<file path="config.mk">
export PLATFORM = sky130hd
export DESIGN_NAME = see_write_slave
export DESIGN_NICKNAME = d
export VERILOG_FILES = /design/src/common/see_pkg.sv /design/src/logic/see_pin_sync.sv /design/src/logic/see_write_slave.sv
export VERILOG_INCLUDE_DIRS = /design/src /design/src/common
export SDC_FILE = /design/constraint.sdc
export NUM_CORES = 1
export LEC_CHECK = 0
export ABC_AREA = 0
export BUFFER_PORTS_ARGS = -buffer_cell sky130_fd_sc_hd__clkbuf_2
export CORE_MARGIN = 3
export CORE_UTILIZATION = 25
export CTS_BUF_LIST = sky130_fd_sc_hd__clkbuf_8
export DETAILED_ROUTE_END_ITERATION = 16
export PLACE_DENSITY = 0.48
export SLEW_MARGIN = 40
export SYNTH_ARGS = -nofsm -noshare
export SYNTH_HDL_FRONTEND = slang
export SYNTH_SLANG_ARGS = --single-unit
</file>
<file path="constraint.sdc">
create_clock -name clk_i -period 2.6 [get_ports clk_i]
set_clock_uncertainty 0.15 [all_clocks]
set_input_delay 0.52 -clock clk_i [delete_from_list [all_inputs] [get_ports clk_i]]
set_output_delay 0.52 -clock clk_i [all_outputs]
set_load 0.1 [all_outputs]
</file>
<file path="src/common/see_params.svh">
// Constants of the serial EEPROM two-wire write front end.
// Assumes a 50 MHz core clock; included by package and logic files.
`ifndef SEE_PARAMS_SVH
`define SEE_PARAMS_SVH

`define SEE_CLK_MHZ          50
`define SEE_WRITE_TIME_US    100
`define SEE_WRITE_CYCLES     (`SEE_WRITE_TIME_US * `SEE_CLK_MHZ)
`define SEE_BUSY_W           24
`define SEE_ADDR_W           18
`define SEE_FAMILY           3'h5
`define SEE_TYPE_ID_PAGE     1'h1
`define SEE_BIT_SEL_CS       3
`define SEE_BIT_SEL_ID       4
`define SEE_BIT_SEL_RD       0
`define SEE_BIT_HI_LOCK      2
`define SEE_BIT_LOCK_DATA    1
`define SEE_BYTE_BITS        4'h8

`endif

</file>
<file path="src/common/see_pkg.sv">
// Types of the serial EEPROM two-wire write front end.
// Assumes see_params.svh for widths.
`include "see_params.svh"

package see_pkg;

    typedef enum logic [6:0] {
        SEE_IDLE = 7'h01,
        SEE_SEL  = 7'h02,
        SEE_AHI  = 7'h04,
        SEE_ALO  = 7'h08,
        SEE_DATA = 7'h10,
        SEE_SKIP = 7'h20,
        SEE_BUSY = 7'h40
    } see_state_type;

    typedef struct packed {
        logic [3:0] s1;
        logic [3:0] s2;
        logic [1:0] s3;
    } see_sync_type;

    typedef struct packed {
        see_state_type              st;
        logic [3:0]                 bits;
        logic [7:0]                 shreg;
        logic                       ack_ph;
        logic                       oe;
        logic [7:0]                 sel;
        logic [7:0]                 ahi;
        logic [7:0]                 inpage;
        logic [7:0]                 last;
        logic                       data_acked;
        logic                       wrote;
        logic                       lock_pend;
        logic                       locked;
        logic [`SEE_BUSY_W-1:0]     busy_cnt;
        logic [`SEE_ADDR_W-1:0]     ptr;
        logic                       latch_we;
        logic                       latch_id;
        logic [`SEE_ADDR_W-1:0]     latch_addr;
        logic [7:0]                 latch_data;
        logic                       commit;
    } see_core_type;

endpackage : see_pkg

</file>
<file path="src/logic/see_pin_sync.sv">
// Pin synchroniser and bus condition finder for the two-wire slave.
// Assumes asynchronous pins; all outputs are on the clk_i domain.
`timescale 1ns/100ps
`default_nettype none

module see_pin_sync
    import see_pkg::*;
(
    input  wire logic clk_i,
    input  wire logic rst_i,
    input  wire logic scl_pin_i,
    input  wire logic sda_pin_i,
    input  wire logic cs_pin_i,
    input  wire logic wp_pin_i,
    output logic      scl_rise_o,
    output logic      scl_fall_o,
    output logic      start_o,
    output logic      stop_o,
    output logic      sda_o,
    output logic      cs_o,
    output logic      wp_o
);

    see_sync_type r;
    see_sync_type r_nxt;

    always_comb begin
        r_nxt    = r;
        r_nxt.s1 = {wp_pin_i, cs_pin_i, sda_pin_i, scl_pin_i};
        r_nxt.s2 = r.s1;
        r_nxt.s3 = r.s2[1:0];
    end

    always_ff @(posedge clk_i) begin
        if (rst_i) begin
            r <= '{s1: 4'hf, s2: 4'hf, s3: 2'h3};
        end else begin
            r <= r_nxt;
        end
    end

    // Edges and conditions use only the second and third stages
    assign scl_rise_o = r.s2[0] & ~r.s3[0];
    assign scl_fall_o = ~r.s2[0] & r.s3[0];
    assign start_o    = r.s2[0] & r.s3[0] & r.s3[1] & ~r.s2[1];
    assign stop_o     = r.s2[0] & r.s3[0] & ~r.s3[1] & r.s2[1];
    assign sda_o      = r.s2[1];
    assign cs_o       = r.s2[2];
    assign wp_o       = r.s2[3];

endmodule // see_pin_sync

`default_nettype wire

</file>
<file path="src/logic/see_write_slave.sv">
// Two-wire slave write front end of a serial EEPROM.
// Assumes a bus master drives the clock line; memory sits outside.
`timescale 1ns/100ps
`default_nettype none
`include "see_params.svh"

module see_write_slave
    import see_pkg::*;
#(
    parameter int unsigned WRITE_CYCLES = `SEE_WRITE_CYCLES
)
(
    input  wire logic                   clk_i,
    input  wire logic                   rst_i,
    input  wire logic                   scl_i,
    input  wire logic                   sda_i,
    output logic                        sda_o,
    output logic                        sda_oe_o,
    input  wire logic                   chip_select_strap_i,
    input  wire logic                   write_protect_input_i,
    output logic                        busy_o,
    output logic                        id_locked_o,
    output logic [`SEE_ADDR_W-1:0]      addr_ptr_o,
    output logic                        latch_we_o,
    output logic                        latch_id_o,
    output logic [`SEE_ADDR_W-1:0]      latch_addr_o,
    output logic [7:0]                  latch_data_o,
    output logic [`SEE_ADDR_W-3:0]      latch_group_o,
    output logic                        commit_o
);

    localparam logic [`SEE_BUSY_W-1:0] BUSY_LOAD =
        `SEE_BUSY_W'(WRITE_CYCLES);

    logic scl_rise;
    logic scl_fall;
    logic start_cond;
    logic stop_cond;
    logic sda_s;
    logic cs_s;
    logic wp_s;

    see_pin_sync u_sync (
        .clk_i      (clk_i),
        .rst_i      (rst_i),
        .scl_pin_i  (scl_i),
        .sda_pin_i  (sda_i),
        .cs_pin_i   (chip_select_strap_i),
        .wp_pin_i   (write_protect_input_i),
        .scl_rise_o (scl_rise),
        .scl_fall_o (scl_fall),
        .start_o    (start_cond),
        .stop_o     (stop_cond),
        .sda_o      (sda_s),
        .cs_o       (cs_s),
        .wp_o       (wp_s)
    );

    see_core_type r;
    see_core_type r_nxt;

    logic                   sel_match;
    logic                   byte_ok;
    logic                   is_id;
    logic                   is_lock;
    logic [9:0]             page;

    always_comb begin
        r_nxt          = r;
        r_nxt.latch_we = 1'b0;
        r_nxt.commit   = 1'b0;
        is_id          = r.sel[`SEE_BIT_SEL_ID] == `SEE_TYPE_ID_PAGE;
        is_lock        = is_id & r.ahi[`SEE_BIT_HI_LOCK];
        page           = {r.sel[2:1], r.ahi};
        // Select decode: family, strap compare
        sel_match = (r.shreg[7:5] == `SEE_FAMILY) &&
                    (r.shreg[`SEE_BIT_SEL_CS] == cs_s);
        // Data byte is accepted only unprotected and, on the identification page, not locked
        byte_ok   = ~wp_s & ~(is_id & r.locked);
        if (r.st == SEE_BUSY) begin
            // Output released and bus ignored while writing
            r_nxt.oe = 1'b0;
            if (r.busy_cnt <= `SEE_BUSY_W'(1)) begin
                r_nxt.busy_cnt = '0;
                r_nxt.st       = SEE_IDLE;
                if (r.lock_pend) begin
                    r_nxt.locked    = 1'b1;
                    r_nxt.lock_pend = 1'b0;
                end else begin
                    r_nxt.ptr = is_id ?
                        {10'h000, r.last + 8'h01} :
                        {page, r.last + 8'h01};
                end
            end else begin
                r_nxt.busy_cnt = r.busy_cnt - `SEE_BUSY_W'(1);
            end
        end else if (start_cond) begin
            // Any start outside the write cycle restarts the command
            r_nxt.st         = SEE_SEL;
            r_nxt.bits       = 4'h0;
            r_nxt.ack_ph     = 1'b0;
            r_nxt.oe         = 1'b0;
            r_nxt.data_acked = 1'b0;
            r_nxt.wrote      = 1'b0;
            r_nxt.lock_pend  = 1'b0;
        end else if (stop_cond) begin
            r_nxt.oe     = 1'b0;
            r_nxt.ack_ph = 1'b0;
            if (r.st == SEE_DATA && r.data_acked && r.wrote) begin
                r_nxt.commit   = 1'b1;
                r_nxt.busy_cnt = BUSY_LOAD;
                r_nxt.st       = SEE_BUSY;
            end else begin
                r_nxt.st        = SEE_IDLE;
                r_nxt.lock_pend = 1'b0;
            end
        end else begin
            case (r.st)
                SEE_SEL, SEE_AHI, SEE_ALO, SEE_DATA: begin
                    if (scl_rise && !r.ack_ph) begin
                        r_nxt.shreg      = {r.shreg[6:0], sda_s};
                        r_nxt.bits       = r.bits + 4'h1;
                        // Flag lives through the clock rise of a slot ten stop
                        r_nxt.data_acked = r.data_acked & (r.bits == 4'h0);
                    end
                    if (scl_fall && !r.ack_ph &&
                        r.bits == `SEE_BYTE_BITS) begin
                        r_nxt.ack_ph = 1'b1;
                        case (r.st)
                            SEE_SEL: begin
                                if (sel_match) begin
                                    r_nxt.sel = r.shreg;
                                    r_nxt.oe  = 1'b1;
                                end else begin
                                    r_nxt.ack_ph = 1'b0;
                                    r_nxt.st     = SEE_IDLE;
                                end
                            end
                            SEE_AHI: begin
                                r_nxt.ahi = r.shreg;
                                r_nxt.oe  = 1'b1;
                            end
                            SEE_ALO: begin
                                r_nxt.inpage = r.shreg;
                                r_nxt.oe     = 1'b1;
                            end
                            default: begin
                                r_nxt.oe = byte_ok;
                                if (byte_ok && is_lock) begin
                                    r_nxt.wrote = 1'b1;
                                    r_nxt.lock_pend =
                                        r.shreg[`SEE_BIT_LOCK_DATA];
                                end else if (byte_ok) begin
                                    // Byte goes to the internal latches
                                    r_nxt.latch_we   = 1'b1;
                                    r_nxt.latch_id   = is_id;
                                    r_nxt.latch_addr = is_id ?
                                        {10'h000, r.inpage} :
                                        {page, r.inpage};
                                    r_nxt.latch_data = r.shreg;
                                    r_nxt.last       = r.inpage;
                                    // Eight-bit counter wraps in page
                                    r_nxt.inpage = r.inpage + 8'h01;
                                    r_nxt.wrote  = 1'b1;
                                end
                            end
                        endcase
                    end else if (scl_fall && r.ack_ph) begin
                        // Ninth clock over: release the line
                        r_nxt.ack_ph = 1'b0;
                        r_nxt.oe     = 1'b0;
                        r_nxt.bits   = 4'h0;
                        case (r.st)
                            SEE_SEL: begin
                                r_nxt.st = r.sel[`SEE_BIT_SEL_RD] ?
                                    SEE_SKIP : SEE_AHI;
                            end
                            SEE_AHI: r_nxt.st = SEE_ALO;
                            SEE_ALO: r_nxt.st = SEE_DATA;
                            default: r_nxt.data_acked = r.oe;
                        endcase
                    end
                end
                default: begin
                    r_nxt.oe = 1'b0;
                end
            endcase
        end
    end

    always_ff @(posedge clk_i) begin
        if (rst_i) begin
            r <= '{st: SEE_IDLE, default: '0};
        end else begin
            r <= r_nxt;
        end
    end

    assign sda_o         = 1'b0;
    assign sda_oe_o      = r.oe;
    assign busy_o        = r.st == SEE_BUSY;
    assign id_locked_o   = r.locked;
    assign addr_ptr_o    = r.ptr;
    assign latch_we_o    = r.latch_we;
    assign latch_id_o    = r.latch_id;
    assign latch_addr_o  = r.latch_addr;
    assign latch_data_o  = r.latch_data;
    // Whole four-byte correction group is rewritten with each byte
    assign latch_group_o = r.latch_addr[`SEE_ADDR_W-1:2];
    assign commit_o      = r.commit;

    // Helper logic for the checks below
    logic [`SEE_BUSY_W-1:0] chk_busy;
    logic [8:0]             chk_prev;
    logic [9:0]             chk_page;

    always_ff @(posedge clk_i) begin
        if (rst_i) begin
            chk_busy <= '0;
            chk_prev <= '0;
            chk_page <= '0;
        end else begin
            chk_busy <= busy_o ? chk_busy + `SEE_BUSY_W'(1) : '0;
            if (start_cond && !busy_o) begin
                chk_prev <= '0;
            end else if (latch_we_o) begin
                chk_prev <= {1'b1, latch_addr_o[7:0]};
                chk_page <= latch_addr_o[17:8];
            end
        end
    end

    busy_quiet_a: assert property (@(posedge clk_i) disable iff (rst_i)
        busy_o |-> !sda_oe_o)
        else $error("line driven during write cycle");

    busy_length_a: assert property (@(posedge clk_i) disable iff (rst_i)
        $fell(busy_o) |-> chk_busy == `SEE_BUSY_W'(WRITE_CYCLES))
        else $error("write cycle length wrong");

    commit_slot_a: assert property (@(posedge clk_i) disable iff (rst_i)
        commit_o |-> busy_o && $past(r.data_acked) && $past(stop_cond))
        else $error("write started outside tenth slot");

    protect_nack_a: assert property (@(posedge clk_i) disable iff (rst_i)
        latch_we_o |-> !$past(wp_s) && sda_oe_o)
        else $error("protected byte latched");

    strap_match_a: assert property (@(posedge clk_i) disable iff (rst_i)
        $rose(sda_oe_o) && $past(r.st) == SEE_SEL |->
            r.sel[`SEE_BIT_SEL_CS] == $past(cs_s) && r.sel[7:5] == `SEE_FAMILY)
        else $error("select acknowledged on mismatch");

    page_wrap_a: assert property (@(posedge clk_i) disable iff (rst_i)
        latch_we_o && chk_prev[8] && !latch_id_o |->
            latch_addr_o[7:0] == chk_prev[7:0] + 8'h01 &&
            latch_addr_o[17:8] == chk_page)
        else $error("in-page address did not advance");

    start_abort_a: assert property (@(posedge clk_i) disable iff (rst_i)
        start_cond && !busy_o |=> r.st == SEE_SEL && !sda_oe_o)
        else $error("start did not restart command");

    lock_nack_a: assert property (@(posedge clk_i) disable iff (rst_i)
        latch_we_o && latch_id_o |-> !id_locked_o)
        else $error("locked page written");

    ack_release_a: assert property (@(posedge clk_i) disable iff (rst_i)
        sda_oe_o && scl_fall && r.ack_ph |=> !sda_oe_o)
        else $error("acknowledge held past ninth clock");

    data_nack_a: assert property (@(posedge clk_i) disable iff (rst_i)
        $rose(r.ack_ph) && r.st == SEE_DATA && $past(wp_s) |->
            !sda_oe_o)
        else $error("protected data byte acknowledged");

    addr_ack_a: assert property (@(posedge clk_i) disable iff (rst_i)
        $rose(r.ack_ph) && (r.st == SEE_AHI || r.st == SEE_ALO) |->
            sda_oe_o)
        else $error("address byte not acknowledged");

    read_skip_a: assert property (@(posedge clk_i) disable iff (rst_i)
        scl_fall && r.ack_ph && r.st == SEE_SEL &&
            r.sel[`SEE_BIT_SEL_RD] |=> r.st == SEE_SKIP && !sda_oe_o)
        else $error("read select not released");

    sel_reject_a: assert property (@(posedge clk_i) disable iff (rst_i)
        scl_fall && !r.ack_ph && r.st == SEE_SEL && r.bits == `SEE_BYTE_BITS &&
            r.shreg[`SEE_BIT_SEL_CS] != cs_s |=> r.st == SEE_IDLE && !sda_oe_o)
        else $error("mismatched select not released");

    busy_count_a: assert property (@(posedge clk_i) disable iff (rst_i)
        busy_o && r.busy_cnt > `SEE_BUSY_W'(1) |=>
            busy_o && r.busy_cnt == $past(r.busy_cnt) - `SEE_BUSY_W'(1))
        else $error("write cycle left early");

    ptr_next_a: assert property (@(posedge clk_i) disable iff (rst_i)
        $fell(busy_o) && chk_prev[8] |->
            addr_ptr_o[7:0] == chk_prev[7:0] + 8'h01)
        else $error("address counter not past last byte");

    id_addr_a: assert property (@(posedge clk_i) disable iff (rst_i)
        latch_we_o && latch_id_o |->
            latch_addr_o[17:8] == 10'h000 && !r.ahi[`SEE_BIT_HI_LOCK])
        else $error("identification byte address wrong");

    stop_idle_a: assert property (@(posedge clk_i) disable iff (rst_i)
        stop_cond && !busy_o && !(r.st == SEE_DATA && r.data_acked) |=>
            !commit_o && !busy_o)
        else $error("write started by stop in wrong slot");

    lock_end_a: assert property (@(posedge clk_i) disable iff (rst_i)
        $rose(id_locked_o) |-> $past(busy_o) && !busy_o)
        else $error("page locked outside write cycle end");

endmodule // see_write_slave

`default_nettype wire

</file>
==> flow_summary_export.csv <==
group,metric,value,unit
global_route,overflow,0,
global_route,grt_max_degree,61,
clock_network,clk_latency,0.44,ns
global_route,grt_pass1_vias,5228,
clock_network,cts-root-buf,"clkbuf_8",
cells_and_area,final_common_cell,"nand2_1",
pwr,peakVddDrop,0.268,mV
worst_hold_path,min_to,"u_sync.r[8]",
critical_path,rr_worst_depth,6,
logic_synthesis,synthArstFlopShare,0,%
clock_network,cts_tree,"built",
clock_network,clockBufferDepth,2,
floorplan,die-area,27500,um2
placement,dp_hpwl,12200,um
logic_synthesis,synth_area_per_cell,8.15,um2
timing,min_period,2.54,ns
pwr,leakagePower,2.96,nW
detailed_routing,wl_per_cell,14.5,um
placement,gp_congestion,0.809,
detailed_routing,drt_iter0_markers,409,
timing,relSlewSlack,57.6,%
critical_path,crit_path_top_delay_cell,"or4_4",
cells_and_area,final_cell_mix,"nand2_1, dfxtp_1, a21oi_1, clkbuf_2, buf_4",
timing,fin_ws,0.0648,ns
timing,final.setup.tns,0,ns
timing,hold_ws,0.108,ns
flow_run,max_cap_viol_count,0,
critical_path,reg2reg_from,"r[66]",
floorplan,core_region_area,24700,um2
logic_synthesis,syn_area,6390,um2
floorplan,die_y,166,um
critical_path,crit_arrival,2.72,ns
pwr,power_density,522,nW/um2
clock_network,htreeDepth,4,
floorplan,pin_count,73,
logic_synthesis,synth_enable_flop_cells,0,
placement,dpl_worst_slack,-0.0663,ns
floorplan,start_util,25.8,%
timing,setup_viol,0,
clock_network,cts.sink_count,134,
timing,slew_violations,0,
worst_hold_path,hp-class,"in2reg",
placement,dpl_cell_area,7010,um2
timing,hold_viol_final,0,
detailed_routing,route.detailed.drc,0,
floorplan,chipWidth,166,um
cells_and_area,fin_area,7450,um2
critical_path,crit_top_cell,"or4_4",
global_route,grt_pass1_wl,28000,um
critical_path,worstPathCellList,"or4_4 -> or4_4 -> o311ai_4 -> buf_6 -> o21ai_0 -> a22o_1",
detailed_routing,totalWireLength,17000,um
global_route,antenna_found_initial,0,
detailed_routing,dr.pass1.iters,5,
clock_network,path_clk_slew,0.09,ns
global_route,track_usage,12.5,%
timing,tightestPinTransition,0.636,ns
logic_synthesis,ys_dominant_reg_cell,"dfxtp_1",
critical_path,crit_path_max_fanout,4,
outcome,outcome,"complete, no violations",
placement,port_buffers,71,
worst_hold_path,min-delay-start,"chip_select_strap_i",
critical_path,rrSetupSlack,0.06,ns
timing,fmax,0.394,GHz
detailed_routing,vias,5427,
cells_and_area,nNetsFinal,846,
critical_path,r2r_end,"r[69]",
cells_and_area,drive_gt1_share,23.5,%
logic_synthesis,syn_nets,796,
logic_synthesis,netlist_instances,784,
cells_and_area,area_growth,16.6,%
critical_path,path_class,"reg2reg",
worst_hold_path,min_path_cells,2,
logic_synthesis,netlist-cell-type-count,64,
critical_path,cp.buffers_inverters,1,
timing,rsz0062_at_grt,"yes",
critical_path,cp_top_family,"simple AND/OR/NAND/NOR gates",
critical_path,start_kind,"flop",
timing,fin_crit_sh,97.5,%
floorplan,rows,57,
critical_path,cpPeakStageDelay,0.58,ns
logic_synthesis,synth_warnings,0,
detailed_routing,routed_via_density,4.63,
logic_synthesis,synth_seq_area_share,42.0,%
clock_network,numCtsBuffers,17,
critical_path,end_kind,"flop",
critical_path,required,2.79,ns
logic_synthesis,ys_ff_latch,134,
cells_and_area,diodes,0,
detailed_routing,ant_nets,0,
where the power goes:
part           internal (mW)  leakage (nW)  switching, mW
registers               2.06          1.08        0.00660
logic                 0.0326          1.69         0.0755
clock network          0.808         0.195          0.906
total                   2.90          2.96          0.988
routing by layer:
| metal | wire (um) | up-vias | track usage, % |
|---|---|---|---|
| met3 | 757 | 13 | 2.98 |
| li1 | - | 2760 | - |
| met2 | 7310 | 124 | 18.4 |
| met1 | 8690 | 2530 | 17.9 |
| met4 | 226 | 0 | 4.01 |
| met5 | 0 | - | 0 |
sequential cells by signal (all words and copies together), names as in the netlist:
name,cells
addr_ptr_o,18
latch_id_o,1
commit_o,1
latch_addr_o,18
u_sync.cs_o,1
latch_data_o,8
id_locked_o,1
latch_we_o,1
is_id,1
u_sync.sda_o,1
u_sync.r,7
r,64
u_sync.wp_o,1
sda_oe_o,1
page,10
per-stage QoR:
stage	instances	total power, mW	utilization, %
after detailed placement	1136	2.22	28.3
after CTS	1170	3.95	30.0
after global routing	1171	4.05	30.1
after floorplan	784	2.19	-
after global placement	1136	2.22	28.3
final	1171	3.89	30.1
worst reg2reg max path, cell delays in order, from the launching register on:
cell,delay [ns]
dfxtp_1,0.31
or4_4,0.53
or4_4,0.58
o311ai_4,0.39
buf_6,0.16
o21ai_0,0.08
a22o_1,0.23
cells by family (layout without fill, tap and decap cells):
family                     after synthesis  in the layout  synth area share, %
other                                    1              1               0.0587
xor gates and xnor gates                14             14                 1.92
adders and majority gates                6              6                 1.17
muxes                                   26             26                 4.07
and+or+nand+nor                        320            320                 24.1
buffers and inverters                  112            175                 10.5
AOI/OAI and AO/OA                      171            171                 16.2
DFF                                    134            134                 42.0
how the worst max path moves through the flow:
stage	cells after the start	to	startpoint	slack [ns]
2_1_floorplan	8	r[64]	r[124]	0.13
3_3_place_gp	7	r[49]	r[66]	-0.04
3_5_place_dp	5	r[69]	r[66]	-0.07
4_1_cts	6	r[72]	r[66]	0.07
5_1_grt	7	r[57]	r[66]	-0.0008
6_report	6	r[69]	r[66]	0.06
repair_timing:
item | 4_1_cts | 5_1_grt
hold endpoints to repair | 0 | 0
hold buffers | 0 | 0
setup endpoints to repair | 5 | 24
setup buffers | 2 | 1
pin swaps | 1 | 2
resized for setup | 1 | 4
synth_stat cells, types with 3 or more instances:
library cell / number / area, um2
nand2_1: 139 / 522
dfxtp_1: 134 / 2680
a21oi_1: 88 / 440
buf_4: 62 / 465
nor2_1: 61 / 229
clkbuf_1: 31 / 116
mux2i_1: 26 / 260
o21ai_0: 23 / 115
nor3_1: 20 / 100
nand3_1: 14 / 70.1
or2_2: 14 / 87.6
xnor2_1: 12 / 105
a31oi_1: 11 / 68.8
nor2b_1: 11 / 68.8
nor4_1: 11 / 68.8
inv_1: 9 / 33.8
or3_1: 9 / 56.3
buf_2: 8 / 40.0
o21ai_1: 8 / 40.0
and3_1: 6 / 37.5
ha_1: 6 / 75.1
o32ai_1: 6 / 52.6
or4_1: 6 / 45.0
o31ai_1: 5 / 37.5
and2_1: 4 / 25.0
nor3b_1: 4 / 30.0
a21o_1: 3 / 22.5
a311oi_1: 3 / 26.3
nand2b_1: 3 / 18.8
o22ai_1: 3 / 18.8
area by class of cell:
cell class,count,area [um2]
clock buffers,18,248
inverters,9,33.8
repair buffers,134,875
multi-input cells,538,3070
fillers,2615,17300
well taps,324,405
clock inverters,14,139
flip-flops and latches,134,2680
(Power assumes the default switching activity.)
